### src/shared/csio_pkg.sv
package csio_pkg;
   // Register indices on the plain port
   localparam logic [3:0] ADDR_MODE = 4'h0;
   localparam logic [3:0] ADDR_CTRL0 = 4'h1;
   localparam logic [3:0] ADDR_CTRL1 = 4'h2;
   localparam logic [3:0] ADDR_SMR1 = 4'h3;
   localparam logic [3:0] ADDR_SMR2 = 4'h4;
   localparam logic [3:0] ADDR_SMR3 = 4'h5;
   localparam logic [3:0] ADDR_SMR4 = 4'h6;
   localparam logic [3:0] ADDR_BAUD = 4'h7;
   localparam logic [3:0] ADDR_TXBUF = 4'h8;
   localparam logic [3:0] ADDR_RXBUF = 4'h9;
   localparam logic [3:0] ADDR_SHARED = 4'ha;
   localparam logic [3:0] ADDR_PINSEL = 4'hb;
   // Mode register fields
   localparam int MODE_CLOCK_DIRECTION_SEL_BIT = 3;
   localparam logic [2:0] MODE_SYNC = 3'h1;
   // Control zero fields
   localparam int C0_ORDER_BIT = 7;
   localparam int C0_POL_BIT = 6;
   localparam int C0_OD_BIT = 5;
   localparam int C0_CRD_BIT = 4;
   localparam int C0_TX_SHIFT_EMPTY_FLAG_BIT = 3;
   // Control one fields
   localparam int C1_INV_BIT = 6;
   localparam int C1_RRM_BIT = 5;
   localparam int C1_IRS_BIT = 4;
   localparam int C1_RI_BIT = 3;
   localparam int C1_RE_BIT = 2;
   localparam int C1_TI_BIT = 1;
   localparam int C1_TE_BIT = 0;
   // Shared control fields (channels 3 and 4)
   localparam int SH_RRM_BIT = 1;
   localparam int SH_IRS_BIT = 0;
   localparam int PINSEL_BIT = 4;
   localparam int RB_OER_BIT = 12;
   // Reset values
   localparam logic [7:0] RST_ZERO = 8'h00;
   localparam logic [7:0] RST_C0 = 8'h08;
   localparam logic [7:0] RST_C1 = 8'h02;
   // Bit count of one character
   localparam logic [3:0] CHAR_BITS = 4'h8;
   localparam logic [3:0] OVR_BIT = 4'h7;

   // Register bus request
   typedef struct packed {
      logic [3:0] addr;
      logic [7:0] wdata;
      logic wr;
      logic rd;
   } csio_req_type;

   // Shift engine states
   typedef enum logic [1:0] {
      ST_IDLE = 2'b00,
      ST_LEAD = 2'b01,
      ST_TRAIL = 2'b10
   } csio_state_type;
endpackage

### src/rtl/csio_channel.sv
// The register addresses and strobed register access were left to the implementer.
`timescale 1ns/10ps
`default_nettype none
module csio_channel #(
   parameter int CHANNEL = 0, // Channel number 0 to 4
   parameter int F2N_DIV = 4 // Half the divide ratio of the f2n source
) (
   input wire logic clk, // System clock, 100 MHz
   input wire logic nrst, // Async reset, active low
   input wire csio_pkg::csio_req_type req, // Register request
   output logic [15:0] rdata, // Read data, cycle after read
   input wire logic shift_clock_pin_in, // Clock pin input
   output logic shift_clock_pin_out, // Clock pin output level
   output logic shift_clock_pin_oe_n, // Clock pin drive, low drives
   input wire logic serial_in_pin, // Receive data pin
   input wire logic ch4_serial_in_pin, // Alternate receive pin
   input wire logic ch4_shift_clock_pin, // Alternate clock pin
   input wire logic ch4_clear_to_send_pin, // Alternate CTS pin
   output logic serial_out_pin_out, // Transmit pin level
   output logic serial_out_pin_oe_n, // Transmit drive, low drives
   input wire logic clear_to_send_pin, // CTS input, low allows
   output logic tx_irq_pulse, // Transmit interrupt event
   output logic rx_irq_pulse // Receive interrupt event
);
   import csio_pkg::*;

   logic [7:0] mode_reg; // Mode select
   logic [7:0] c0_reg; // Control zero writable bits
   logic [7:0] c1_reg; // Control one writable bits
   logic [7:0] smr1, smr2, smr3, smr4; // Special mode registers
   logic [7:0] baud; // Baud divider
   logic [7:0] shared_reg; // Shared channel 3/4 control
   logic [7:0] pinsel_reg; // Input pin select
   logic [7:0] tx_buf; // Transmit buffer
   logic tx_empty; // Transmit buffer empty flag
   logic [7:0] rx_buf; // Receive buffer
   logic rx_full; // Receive complete flag
   logic overrun; // Overrun flag
   logic rx_armed; // Continuous receive armed
   logic [7:0] tx_sh, rx_sh; // Shift registers
   logic [3:0] bit_cnt; // Bits done in character
   logic sending; // Shift register busy
   logic out_q; // Transmit data register
   logic started; // First send has begun
   csio_state_type state; // Internal clock phase
   logic [7:0] pre_cnt, brg_cnt; // Prescaler, divider
   logic [2:0] ck_s, rx_s, cts_s; // Pin synchronisers
   logic [15:0] rdata_q; // Read data register

   // Pin select for channel 4 inputs
   wire alt_sel = (CHANNEL == 4) && pinsel_reg[PINSEL_BIT];
   wire ck_pin = alt_sel ? ch4_shift_clock_pin : shift_clock_pin_in;
   wire rx_pin = alt_sel ? ch4_serial_in_pin : serial_in_pin;
   wire cts_pin = alt_sel ? ch4_clear_to_send_pin : clear_to_send_pin;

   // Decoded configuration
   wire enabled = mode_reg[2:0] == MODE_SYNC;
   wire ext_clk = mode_reg[MODE_CLOCK_DIRECTION_SEL_BIT];
   wire msb_first = c0_reg[C0_ORDER_BIT];
   wire pol = c0_reg[C0_POL_BIT];
   wire odrain = (CHANNEL < 3) && c0_reg[C0_OD_BIT];
   wire use_cts = !c0_reg[C0_CRD_BIT];
   wire [1:0] src_sel = c0_reg[1:0];
   wire inv = (CHANNEL < 3) && c1_reg[C1_INV_BIT];
   wire share = CHANNEL >= 3;
   wire rrm = share ? shared_reg[SH_RRM_BIT] : c1_reg[C1_RRM_BIT];
   wire irs = share ? shared_reg[SH_IRS_BIT] : c1_reg[C1_IRS_BIT];
   wire te = c1_reg[C1_TE_BIT];
   wire re = c1_reg[C1_RE_BIT];
   wire cts_ok = !use_cts || !cts_s[2];
   // Start a character: data ready and partner allows
   wire go = enabled && te && !tx_empty && cts_ok && !sending;
   wire rx_on = re && te;

   // Register access decode
   wire wr_mode = req.wr && req.addr == ADDR_MODE;
   wire wr_tb = req.wr && req.addr == ADDR_TXBUF;
   wire rd_rb = req.rd && req.addr == ADDR_RXBUF;

   // Prescaler: f1, f8 or f2n picks the divider tick
   wire [7:0] pre_top = src_sel == 2'h1 ? 8'h07 :
      src_sel == 2'h2 ? 8'(2 * F2N_DIV - 1) : 8'h00;
   wire pre_tick = pre_cnt == pre_top;
   // Divider: half period is m+1 source ticks
   wire half_tick = pre_tick && brg_cnt == baud;

   // Synchronised external clock edges; bit 2 is the older sample
   wire ext_rise = ck_s[2:1] == 2'b01;
   wire ext_fall = ck_s[2:1] == 2'b10;
   // Leading edge shifts data out, trailing samples in
   wire int_lead = !ext_clk && state == ST_LEAD && half_tick;
   wire int_trail = !ext_clk && state == ST_TRAIL && half_tick;
   wire lead = sending && (ext_clk ? (pol ? ext_rise : ext_fall)
      : int_lead);
   wire trail = sending && (ext_clk ? (pol ? ext_fall : ext_rise)
      : int_trail);
   wire rx_bit = rx_s[2] ^ inv;
   wire last = trail && bit_cnt == CHAR_BITS - 4'h1;
   wire [7:0] rx_next = msb_first ? {rx_sh[6:0], rx_bit}
      : {rx_bit, rx_sh[7:1]};
   // Overrun once seventh bit of next character lands unread
   wire ovr_hit = trail && bit_cnt == OVR_BIT - 4'h1 && rx_full
      && rx_armed;

   // Pin synchronisers, three flops before use
   always_ff @(posedge clk or negedge nrst) begin
      if (!nrst) begin
         ck_s <= 3'h7; // Idle high as polarity resets to 0
         rx_s <= 3'h0;
         cts_s <= 3'h7;
      end else begin
         ck_s <= {ck_s[1:0], ck_pin};
         rx_s <= {rx_s[1:0], rx_pin};
         cts_s <= {cts_s[1:0], cts_pin};
      end
   end

   // Plain configuration registers
   always_ff @(posedge clk or negedge nrst) begin
      if (!nrst) begin
         mode_reg <= RST_ZERO;
         c0_reg <= RST_C0;
         c1_reg <= RST_C1;
         smr1 <= RST_ZERO;
         smr2 <= RST_ZERO;
         smr3 <= RST_ZERO;
         smr4 <= RST_ZERO;
         baud <= RST_ZERO;
         shared_reg <= RST_ZERO;
         pinsel_reg <= RST_ZERO;
      end else if (req.wr) begin
         case (req.addr)
            ADDR_MODE: mode_reg <= req.wdata;
            ADDR_CTRL0: c0_reg <= req.wdata;
            ADDR_CTRL1: c1_reg <= req.wdata;
            ADDR_SMR1: smr1 <= req.wdata;
            ADDR_SMR2: smr2 <= req.wdata;
            ADDR_SMR3: smr3 <= req.wdata;
            ADDR_SMR4: smr4 <= req.wdata;
            ADDR_BAUD: baud <= req.wdata;
            ADDR_SHARED: shared_reg <= req.wdata;
            ADDR_PINSEL: pinsel_reg <= req.wdata;
            default: ;
         endcase
      end
   end

   // Prescaler and baud divider, idle between characters
   always_ff @(posedge clk or negedge nrst) begin
      if (!nrst) begin
         pre_cnt <= 8'h00;
         brg_cnt <= 8'h00;
      end else if (!sending || ext_clk) begin
         pre_cnt <= 8'h00;
         brg_cnt <= 8'h00;
      end else if (pre_tick) begin
         pre_cnt <= 8'h00;
         brg_cnt <= half_tick ? 8'h00 : brg_cnt + 8'h01;
      end else begin
         pre_cnt <= pre_cnt + 8'h01;
      end
   end

   // Internal clock phase; rests at idle level
   always_ff @(posedge clk or negedge nrst) begin
      if (!nrst) begin
         state <= ST_IDLE;
      end else begin
         case (state)
            ST_IDLE: if (go && !ext_clk) state <= ST_LEAD;
            ST_LEAD: if (half_tick) state <= ST_TRAIL;
            ST_TRAIL: begin
               if (half_tick) state <= (bit_cnt == CHAR_BITS - 4'h1)
                  ? ST_IDLE : ST_LEAD;
            end
            default: state <= ST_IDLE;
         endcase
         if (!enabled) state <= ST_IDLE;
      end
   end

   // Transmit buffer and shift engine
   always_ff @(posedge clk or negedge nrst) begin
      if (!nrst) begin
         tx_buf <= 8'h00;
         tx_empty <= 1'b1;
         tx_sh <= 8'h00;
         rx_sh <= 8'h00;
         bit_cnt <= 4'h0;
         sending <= 1'b0;
         out_q <= 1'b1;
         started <= 1'b0;
      end else begin
         if (wr_tb) begin
            tx_buf <= req.wdata;
            tx_empty <= 1'b0;
         end
         if (!enabled) begin
            sending <= 1'b0;
            started <= 1'b0;
            out_q <= 1'b1;
         end else if (go) begin
            tx_sh <= tx_buf; // Load takes the old buffer; a same-cycle write stays queued
            tx_empty <= wr_tb ? 1'b0 : 1'b1;
            sending <= 1'b1;
            started <= 1'b1;
            bit_cnt <= 4'h0;
         end else begin
            if (lead) begin
               out_q <= (msb_first ? tx_sh[7] : tx_sh[0]) ^ inv;
               tx_sh <= msb_first ? {tx_sh[6:0], 1'b0}
                  : {1'b0, tx_sh[7:1]};
            end
            if (trail) begin
               rx_sh <= rx_next;
               bit_cnt <= bit_cnt + 4'h1;
               if (last) sending <= 1'b0;
            end
         end
      end
   end

   // Receive buffer, flags and continuous receive
   always_ff @(posedge clk or negedge nrst) begin
      if (!nrst) begin
         rx_buf <= 8'h00;
         rx_full <= 1'b0;
         overrun <= 1'b0;
         rx_armed <= 1'b1;
      end else if (!enabled || !re) begin
         rx_full <= 1'b0; // Recovery path clears errors
         overrun <= 1'b0;
         rx_armed <= 1'b1;
      end else begin
         if (rd_rb) begin
            rx_full <= 1'b0;
            overrun <= 1'b0;
            if (rrm) rx_armed <= 1'b1;
         end
         if (ovr_hit) overrun <= 1'b1;
         if (last && rx_on && rx_armed) begin
            rx_buf <= rx_next;
            rx_full <= 1'b1; // Set wins over read clear
            if (rrm) rx_armed <= 1'b0;
         end
      end
   end

   // Interrupt events: start or completion; no receive event on overrun
   always_ff @(posedge clk or negedge nrst) begin
      if (!nrst) begin
         tx_irq_pulse <= 1'b0;
         rx_irq_pulse <= 1'b0;
      end else begin
         tx_irq_pulse <= irs ? last : (go && enabled);
         rx_irq_pulse <= last && rx_on && rx_armed && re
            && !overrun && !ovr_hit;
      end
   end

   // Read data, valid one cycle after the strobe
   always_ff @(posedge clk or negedge nrst) begin
      if (!nrst) begin
         rdata_q <= 16'h0000;
      end else if (req.rd) begin
         case (req.addr)
            ADDR_MODE: rdata_q <= {8'h00, mode_reg};
            ADDR_CTRL0: rdata_q <= {8'h00, c0_reg[7:4], !sending,
               c0_reg[2:0]};
            ADDR_CTRL1: rdata_q <= {8'h00, c1_reg[7:4], rx_full,
               c1_reg[2], tx_empty, c1_reg[0]};
            ADDR_SMR1: rdata_q <= {8'h00, smr1};
            ADDR_SMR2: rdata_q <= {8'h00, smr2};
            ADDR_SMR3: rdata_q <= {8'h00, smr3};
            ADDR_SMR4: rdata_q <= {8'h00, smr4};
            ADDR_BAUD: rdata_q <= {8'h00, baud};
            ADDR_RXBUF: rdata_q <= {3'h0, overrun, 4'h0, rx_buf};
            ADDR_SHARED: rdata_q <= {8'h00, shared_reg};
            ADDR_PINSEL: rdata_q <= {8'h00, pinsel_reg};
            default: rdata_q <= 16'h0000;
         endcase
      end else begin
         rdata_q <= 16'h0000;
      end
   end

   // Pin drive: internal clock idles at the inverse of polarity
   assign rdata = rdata_q;
   assign shift_clock_pin_out = (state == ST_TRAIL) ? pol : !pol;
   assign shift_clock_pin_oe_n = !(enabled && !ext_clk);
   assign serial_out_pin_out = started ? out_q : 1'b1;
   assign serial_out_pin_oe_n = !enabled ||
      (odrain && (!started || out_q));
endmodule
`default_nettype wire

### config.mk
export PLATFORM = sky130hd
export DESIGN_NAME = csio_channel
export DESIGN_NICKNAME = d
export VERILOG_FILES = /design/src/shared/csio_pkg.sv /design/src/rtl/csio_channel.sv
export SDC_FILE = /design/constraint.sdc
export NUM_CORES = 1
export LEC_CHECK = 0
export ABC_AREA = 1
export ABC_CLOCK_PERIOD_IN_PS = 2050
export BUFFER_PORTS_ARGS = -buffer_cell sky130_fd_sc_hd__buf_2
export CORE_MARGIN = 2
export CORE_UTILIZATION = 39
export CTS_BUF_LIST = sky130_fd_sc_hd__clkbuf_2 sky130_fd_sc_hd__clkbuf_4 sky130_fd_sc_hd__clkbuf_8
export CTS_CLUSTER_SIZE = 24
export DETAILED_ROUTE_END_ITERATION = 7
export GPL_ROUTABILITY_DRIVEN = 0
export HOLD_SLACK_MARGIN = 0.15
export PLACE_DENSITY = 0.66
export SYNTH_ARGS = -nofsm -noshare
export SYNTH_HDL_FRONTEND = slang
export SYNTH_SLANG_ARGS = --single-unit
### constraint.sdc
create_clock -name clk -period 2.05 [get_ports clk]
set_clock_uncertainty 0.2 [all_clocks]
set_input_delay 0.41 -clock clk [delete_from_list [all_inputs] [get_ports clk]]
set_output_delay 0.41 -clock clk [all_outputs]
set_load 0.01 [all_outputs]
After elaboration in Yosys (flattened, before gate mapping)
Cells that the tools add are included.
{"block": "classes", "bitwise_logic": 4, "addsub": 3, "n_mux": 52, "n_reduce_logical": 67, "n_eq_ne": 30}
{"op": "$pmux 13 s11", "n": 1}
{"op": "$mux 8", "n": 9}
{"op": "$mux 1", "n": 32}
{"op": "$reduce_and 2->1", "n": 15}
{"op": "$logic_and 1x1->1", "n": 27}
{"op": "$eq 4x3->1 const B", "n": 6}
{"op": "$add 8x1->8 const B", "n": 2}
{"op": "$eq 4x4->1 const B", "n": 4}
{"op": "$mux 13", "n": 1}
{"op": "$logic_not 1->1", "n": 11}
{"op": "$ne 3x3->1 const B", "n": 3}
{"op": "$eq 4x2->1 const B", "n": 2}
{"op": "$eq 8x3->1", "n": 1}
{"op": "$eq 8x8->1", "n": 1}
{"op": "$mux 2", "n": 4}
{"op": "$mux 4", "n": 2}
{"op": "$eq 2x1->1 const B", "n": 3}
{"op": "$eq 2x2->1 const B", "n": 3}
{"op": "$mux 3", "n": 2}
{"op": "$ne 3x1->1 const B", "n": 2}
{"op": "$pmux 2 s3", "n": 1}
{"op": "$reduce_and 3->1", "n": 2}
{"op": "$reduce_bool 2->1", "n": 3}
{"op": "$reduce_bool 3->1", "n": 2}
{"op": "other kinds (10)", "n": 17}
{"block": "totals", "regBits": 165, "out_inout_bits": 22}

Depth between registers and ports, before layout
Gate-level depths: netlist (run 1).
{"block": "depth", "depth_word": 14, "mapped_depth": 13, "ltp_nobuf": 12}

Worst setup path after synthesis (run 1)
No wires, ideal clock.
{"block": "synth_timing", "path_kind": "flip-flop to flip-flop", "from": "register mode_reg[1]", "to": "register rx_buf[0]", "path_slack_ps": 239, "period_less_slack_ps": 1811, "t_arrival_ps": 1490, "required_time_ps": 1729, "stages_incl_launch_ff": 7, "cell_sequence": "dfrtp_1 > nor3_4 > inv_2 > nor2_2 > inv_2 > o21bai_1 > nand2_1"}
{"block": "synth_between", "elab_chain_len": 5}
{"item": "start, declared", "line": "csio_channel.sv:27", "rtl": "logic [7:0] mode_reg;"}
{"item": "start signal, assigned", "line": "csio_channel.sv:133", "rtl": "ADDR_MODE: mode_reg <= req.wdata;"}
{"item": "$eq 3x1->1", "line": "csio_channel.sv:57", "rtl": "wire enabled = mode_reg[2:0] == MODE_SYNC;"}
{"item": "$logic_not 1->1", "line": "csio_channel.sv:230", "rtl": "end else if (!enabled || !re) begin"}
{"item": "$logic_or 1x1->1", "line": "csio_channel.sv:230"}
{"item": "$not 1->1 (no line)"}
{"item": "$reduce_and 2->1 (no line)"}
{"item": "end signal, assigned", "line": "csio_channel.sv:242", "rtl": "rx_buf <= rx_next;"}
{"item": "end, declared", "line": "csio_channel.sv:36", "rtl": "logic [7:0] rx_buf;"}
Every way passes these cells.
A chain may end at the register's enable or synchronous reset.

Worst setup path in the final report (run 1)
{"block": "layout_timing", "from": "register mode_reg[1]", "to": "output serial_out_pin_oe_n"}
{"block": "layout_between", "elab_chain_len": 3}
{"item": "$eq 3x1->1", "line": "csio_channel.sv:57"}
{"item": "$logic_not 1->1", "line": "csio_channel.sv:292", "rtl": "assign serial_out_pin_oe_n = !enabled ||"}
{"item": "$logic_or 1x1->1", "line": "csio_channel.sv:292"}
{"item": "end, declared", "line": "csio_channel.sv:20", "rtl": "output logic serial_out_pin_oe_n,"}
Every way passes these cells.

==> results of run 1 <==
-- where the power goes --
group	leakage, uW	switching, uW	total (uW)	internal, uW
Sequential	0.00204	300	3850	3550
Combinational	0.00217	758	1270	513
Clock	0.000236	1220	2740	1520
-- cell usage in the layout (no fill, tap or decap), drive strengths merged, types with 15 or more instances in the layout --
cell type,instances
dlygate4sd3,16
nor2,55
a21oi,15
nand3,43
clkbuf,20
nand2,256
a221oi,22
buf,97
o21ai,125
inv,115
dfrtp,149
-- kinds of logic (layout without fill, tap and decap cells) --
kind of cell             count (synthesis)  count (layout)  share of synthesized area (%)
AND/OR/NAND/NOR                        368             370                           21.5
AO/OA/AOI/OAI                          197             197                           15.6
flip-flops                             158             158                           53.6
buffers and inverters                  144             261                           8.14
adder cells (fa/ha/maj)                  4               4                          0.677
XOR/XNOR                                 4               4                          0.474
other                                    1               7                         0.0507
-- critical path: stages, from the launching register on --
cell	delay, ns
dfrtp_1	0.41
nor3_4	0.22
buf_6	0.15
nand2_2	0.06
buf_6	0.12
-- layout make-up --
class / instances / area (um2)
repair buffers: 114 / 903
fillers: 1769 / 9610
flip-flops and latches: 158 / 3970
multi-input cells: 582 / 2970
clock inverters: 13 / 211
clock buffers: 19 / 262
inverters: 115 / 432
well taps: 234 / 293
-- per-stage QoR --
step	worst slack [ns]	utilization (%)	instance area, um2	power [uW]	cells
3_3_place_gp	-0.0295	43.4	8090	5000	1166
4_1_cts	-0.0201	47.2	8800	7840	1220
2_1_floorplan	0.239	-	7420	4560	882
3_5_place_dp	-0.0464	43.4	8090	5040	1166
6_report	0.0182	48.4	9030	7860	1235
5_1_grt	-0.0960	48.4	9030	8240	1235
-- layer usage --
metal  vias up  part of all wire (%)
li1       3059                     -
met1      2982                    45
met2       159                    48
met3        31                   4.3
met4         0                   2.5
met5         -                     0
-- worst max-delay path by stage --
stage	slack [ns]	endpoint	cells after the start	start
2_1_floorplan	0.24	rx_buf[0]	6	mode_reg[1]
3_3_place_gp	-0.03	mode_reg[0]	8	req[13]
3_5_place_dp	-0.05	rdata[5]	13	req[13]
4_1_cts	-0.02	serial_out_pin_oe_n	5	mode_reg[0]
5_1_grt	-0.1	rx_buf[4]	12	baud[4]
6_report	0.02	serial_out_pin_oe_n	4	mode_reg[1]
-- what timing repair did --
action | 4_1_cts | 5_1_grt
gates resized for setup | 8 | 37
pin swaps | 2 | 13
hold endpoints to repair | 179 | 0
hold buffers | 16 | 0
gates cloned | 0 | 3
setup buffers | 7 | 12
endpoints found under the setup margin | 3 | 39
==> metrics, run 1 <==
Seq/Total Area, Yosys=53.6%; Die Span Y=142 um; number of enable flip-flop cells after synthesis=0; Worst Setup End Kind=output port; final wirelength=19300 um; Worst Tran Pin Value=0.627 ns; Synth Flop Type=dfrtp_1; worst hold stages=0; drt via density=5.05; Clock Pin Slew Worst Setup and Hold Paths=0.08 ns; Worst R2R Path Depth=12; share of layout cells above drive strength 1=19.9%; Port-buffer cells=33; worst endpoint required time=1.44 ns; count leader, synth=nand2_1; CTS max path bufs=2; number of diodes=0; met2 usage=31.6%; R2R Setup Slk=0.05 ns; post-synth top area share=50.4%; drt pass-1 iters=5; met1 GRT Util=26.2%; CORE AREA=18600 um2; critical path arrival=1.42 ns; Starting Density=39.7%; CTS tree=done; Slew Limit Headroom=58.1%; Worst-Skew Late Latency=0.47 ns; worst hold start=rx_s[0]; Hold Path End=rx_s[1]; dpl hpwl=13200 um; Worst IR Drop VDD=0.343 mV; max-cap viol count=0; Hold WC Path Type=reg2reg; Synth area leaders=dfrtp_1 (50%), nand2_1 (13%), o21ai_0 (8.2%); DRC violations left=0; Hold Worst Slack=0.154 ns; leak pwr=0.00445 uW; post-route antenna net violation count=0; All-Layer GR Usage=19.5%; Post-synth ARST share=100%; Layout area overhead=22.1%; Worst Setup Start Kind=flip-flop; num rows=50; gr busiest metal=met2; # clock sinks=158; Ports=44; global-route wire length before repair=30100 um; minimum clock period after layout=2.03 ns; H-tree depth=4; die area=20100 um2; max reg flops=9; Post-Syn Instances=876; synth warn=0; PwrDens=871 nW/um2; post-synth cell types=44; Tcrit/Tclk final=99.1%; largest net degree at the start of global routing=68; GR Util met3=3.07%; RSZ-0062 raised after global routing=true; Max Fclk=492 MHz; Routed WL per cell=15.6 um; final hold vios=0; DIE WIDTH=142 um; post-synth top area cell=dfrtp_1; via count=6231; #FFs+latches synth=158; Post-Syn Area per Cell=8.44 um2; reg2reg start=baud[2]; total clock buffers created by CTS=17; vias in the first global route=5758; critical path peak fanout=4; r2r endpoint=rx_buf[4]; total gr overflow=0; initial antenna violation count=0; starting DRC count in detailed routing=519; Slew Viols, Final=0; fin nets=1014; Final setup viols=0; CTS root buf=clkbuf_8; top post-synthesis cells by count=nand2_1 (248), dfrtp_1 (149), o21ai_0 (121); mapped cell area=7390 um2; Worst Setup Path Type=reg2out; status=finished clean; Post-Route Setup TNS=0 ns
Power figures use the tool's default switching activity.
==> inputs of run 2 (changes only) <==
REMOVE_ABC_BUFFERS = 1   (was not set)
==> run 2 against run 1 <==
  * Cell area is 1.1% lower
  * Worst setup slack worse by 0.0013 ns
  * Via count is 1.5% higher
  * Cell count stayed put
  * Sequential power hardly changed
  * Register-to-register slack better by 0.03 ns
  * Sequential cell count stayed put
  * Worst hold slack hardly changed
  * First-iteration DRC count is 7.7% lower
  * Die area stayed put
==> metrics, run 2 (synthesis results as in run 1) <==
status=finished clean; CORE AREA=18600 um2; Worst IR Drop VDD=0.323 mV; Worst Setup Path Type=reg2out; drt pass-1 iters=4; final hold vios=0; number of diodes=0; CTS root buf=clkbuf_8; fin area=8940 um2; most frequent cells in the layout=nand2_1 (245), dfrtp_1 (149), o21ai_0 (120), inv_1 (107), buf_4 (59); Worst Setup Start Kind=flip-flop; metal3 WL=1120 um; Ports=44; vias in the first global route=5916; drt via density=5.12; die area=20100 um2; Post-Route Setup TNS=0 ns; share of layout cells above drive strength 1=18.1%; Placed Instances=1175; dpl hpwl=13600 um; Starting Density=39.7%; CTS max path bufs=2; Tcrit/Tclk final=99.2%; post-route antenna net violation count=0; critical path arrival=1.42 ns; H-tree depth=4; PnR worst setup slack=0.0169 ns; DRC violations left=0; Switching Fraction=30.0%; Core Util, Final=47.9%; most common cell after layout, fill and taps aside=nand2_1; Port-buffer cells=33; Worst R2R Path Depth=10; Place WS=-0.00901 ns; initial antenna violation count=0; Max Fclk=492 MHz; DIE WIDTH=142 um; R2R Setup Slk=0.08 ns; total clock buffers created by CTS=17; internal power=5210 uW; Hold WC Path Type=reg2reg; Top Metal Used=met4; RSZ-0062 raised after global routing=true; CTS tree=done; leak pwr=0.00439 uW; Die Span Y=142 um; combinational share of power=17.0%; Slew Limit Headroom=66.0%; global-route wire length before repair=30800 um; Slew Viols, Final=0; clock network fraction of total power=31.4%; num rows=50; Routed WL per cell=15.8 um; Switch Pwr=2230 uW; fin nets=1014; Layout area overhead=20.8%; largest net degree at the start of global routing=36; max-cap viol count=0; critical path peak fanout=2; All-Layer GR Usage=19.9%; worst endpoint required time=1.44 ns; Worst setup startpoint=state[0]; post-route insts no fill=1235; max reg flops=9; final wirelength=19500 um; PwrDens=833 nW/um2; starting DRC count in detailed routing=479; M1 WL=8780 um; via count=6323; Clock Pin Slew Worst Setup and Hold Paths=0.08 ns; Final setup viols=0; Reg power frac=51.6%; minimum clock period after layout=2.03 ns; reg2reg start=ck_s[1]; Worst Tran Pin Value=0.505 ns; total gr overflow=0; worst hold start=rx_s[0]; Worst-Skew Late Latency=0.47 ns; Worst Setup End Kind=output port; worst hold stages=0; # clock sinks=158; placed cell areas=8190 um2; metal2 WL=9150 um
run 2: cell count changes in the layout (fill, tap and decap cells not counted), sizes merged, moves of 2 or more:
cell	previous run	this run
clkinvlp	1	5
clkinv	7	3
clkbuf	20	22
buf	97	99
dlygate4sd3	16	13
bufinv	5	2
run 2: power groups by stage:
stage | combinational [uW] | sequential (uW) | clock (uW)
after floorplan | 712 | 3820 | 0
after global placement | 1130 | 3880 | 0
after detailed placement | 1160 | 3890 | 0
after CTS | 1210 | 3830 | 2370
after global routing | 1440 | 3890 | 2520
final | 1270 | 3840 | 2340
run 2: final timing paths:
check	to
min reg2reg	rx_s[1]
min in group asynchronous	baud[0]
min	rx_s[1]
max	shift_clock_pin_out
max in group asynchronous	tx_empty
max reg2reg	rx_buf[6]
run 2: timing repair:
action	4_1_cts	5_1_grt
resized for setup	2	21
pin swaps	1	5
hold buffers	12	1
hold endpoints to repair	171	1
buffers inserted	5	6
cloned	0	4
setup endpoints to repair	3	30
run 2: cell type report:
type | instances | area, um2
Tap cell | 234 | 293
Multi-Input combinational cell | 584 | 2960
Clock inverter | 10 | 116
Sequential cell | 158 | 3970
Timing Repair Buffer | 112 | 888
Fill cell | 1802 | 9710
Clock buffer | 22 | 278
Inverter | 115 | 432
run 2: stage by stage:
stage                     power, uW  hold slack (ns)
final                          7440            0.154
after global routing           7850            0.162
after CTS                      7410            0.151
after detailed placement       5050            0.138
after global placement         5010            0.134
after floorplan                4530          -0.0856
run 2: routing by layer:
layer	vias up	global-route usage (%)
met4	0	7.53
li1	3070	-
met3	31	4.39
met2	184	31.3
met1	3038	27.1
met5	-	0
run 2: critical path, cell delays in order, from the launching register on:
cell and delay [ns]:
dfrtp_1 0.40, nor2_2 0.13, buf_4 0.13, xor2_1 0.15, buf_2 0.15
==> inputs of run 3 (changes only) <==
RECOVER_POWER = 50   (was not set)
==> run 3 against run 2 <==
  * Fmax fell by 0.17%
  * Count of clock-buffer cells in the layout unchanged
  * Sequential power is essentially flat
  * Register-to-register slack about the same
  * Worst setup slack got worse by 0.0034 ns
  * Sequential share of layout area grew 0.093 points
  * Clock power hardly changed
  * Routed wire length is 0.46% lower
  * Core utilization decreased by 0.10 points
  * Die area is the same
  * Via count down 0.81%
==> metrics, run 3 (synthesis results as in run 1) <==
status=finished clean; Largest stage delay, worst path=0.41 ns; Starting Density=39.7%; crit path cell chain=nor2_2, buf_4, xor2_1, buf_2; Port-buffer cells=33; via count=6272; H-tree depth=4; num rows=50; RSZ-0062 raised after global routing=true; r2r endpoint=rx_buf[6]; Worst Tran Pin Value=0.960 ns; clock network fraction of total power=31.4%; placed cell areas=8190 um2; Post-Route Setup TNS=0 ns; M1 WL=8730 um; Worst Setup Path Type=reg2out; combinational share of power=17.0%; Top Metal Used=met4; filler instances=1806; Final setup viols=0; All-Layer GR Usage=19.9%; Worst IR Drop VDD=0.321 mV; total clock buffers created by CTS=17; starting DRC count in detailed routing=492; metal2 WL=9080 um; DRC violations left=0; Slew Limit Headroom=36.0%; Ports=44; number of diodes=0; dpl hpwl=13600 um; CORE AREA=18600 um2; fin area=8920 um2; Hold WC Path Type=reg2reg; CTS max path bufs=2; Routed WL per cell=15.7 um; Tcrit/Tclk final=99.3%; Tot Pwr=7440 uW; worst hold stages=0; Die Span Y=142 um; final wirelength=19400 um; most common cell after layout, fill and taps aside=nand2_1; Worst Setup Start Kind=flip-flop; DIE WIDTH=142 um; Switch Pwr=2230 uW; # clock sinks=158; critical path arrival=1.43 ns; Largest delay share family, worst path=flip-flops; Worst-Skew Late Latency=0.47 ns; Core Util, Final=47.8%; Clock Pin Slew Worst Setup and Hold Paths=0.08 ns; largest net degree at the start of global routing=36; worst hold start=rx_s[0]; PwrDens=834 nW/um2; post-route insts no fill=1235; leak pwr=0.00439 uW; drt via density=5.08; die area=20100 um2; max-cap viol count=0; Switching Fraction=30.0%; Max Fclk=491 MHz; internal power=5210 uW; CTS tree=done; share of layout cells above drive strength 1=18.1%; Layout area overhead=20.6%; Placed Instances=1175; Worst Setup End Kind=output port; most frequent cells in the layout=nand2_1 (245), dfrtp_1 (149), o21ai_0 (120), inv_1 (107), buf_4 (59); post-route antenna net violation count=0; fin nets=1014; slowest CP cell=dfrtp_1; initial antenna violation count=0; final hold vios=0; Worst R2R Path Depth=10; critical path peak fanout=2; max reg flops=9; metal3 WL=1140 um; total gr overflow=0; R2R Setup Slk=0.08 ns; Slew Viols, Final=0; vias in the first global route=5916; reg2reg start=ck_s[1]; Reg power frac=51.6%; CTS root buf=clkbuf_8; CP bufs+invs=2; worst endpoint required time=1.44 ns; minimum clock period after layout=2.04 ns; global-route wire length before repair=30800 um; Hold Path End=rx_s[1]; Multi-input gate area=2960 um2; FF+latch area=3970 um2; drt pass-1 iters=5
## run 3: changes by cell type in the layout (fill, tap and decap cells not counted), sizes merged
cell / before / now
clkbuf: 22 / 24
buf: 99 / 97
## run 3: timing repair
item | in CTS | in global routing
endpoints found under the hold margin | 171 | 1
pin swaps | 1 | 5
cloned | 0 | 4
gates resized for setup | 2 | 21
endpoints found under the setup margin | 3 | 30
setup buffers | 5 | 6
hold buffers | 12 | 1
## run 3: cell type report
cell class | count | area share (%)
Timing Repair Buffer | 112 | 9.75
Clock buffer | 22 | 3.11
Inverter | 115 | 4.84
Tap cell | 234 | 3.28
Multi-Input combinational cell | 584 | 33.2
Clock inverter | 10 | 1.30
Sequential cell | 158 | 44.5
## run 3: metrics by stage
stage | hold WS (ns) | setup WS, ns
3_5_place_dp | 0.138 | -0.00901
3_3_place_gp | 0.134 | 0.00507
2_1_floorplan | -0.0856 | -0.142
5_1_grt | 0.162 | -0.0802
4_1_cts | 0.151 | 0.000171
6_report | 0.154 | 0.0135
## run 3: worst max-delay path by stage
| stage | to | cells past startpoint | startpoint |
|---|---|---|---|
| final | shift_clock_pin_out | 4 | state[0] |
| after global routing | shift_clock_pin_out | 4 | state[0] |
| after CTS | rx_buf[3] | 11 | brg_cnt[3] |
| after detailed placement | rx_buf[3] | 11 | baud[0] |
| after global placement | rdata[1] | 10 | req[11] |
| after floorplan | tx_sh[5] | 6 | mode_reg[1] |
## run 3: power by group through the flow
stage	sequential (uW)	clock (uW)	combinational, uW
2_1_floorplan	3820	0	712
3_3_place_gp	3880	0	1130
3_5_place_dp	3890	0	1160
4_1_cts	3830	2370	1210
5_1_grt	3890	2520	1430
6_report	3840	2340	1260
## run 3: metal layers
metal | vias to the layer above | global-route usage (%)
met4 | 0 | 7.53
met3 | 32 | 4.39
met1 | 2994 | 27.1
met5 | - | 0
met2 | 180 | 31.3
li1 | 3066 | -
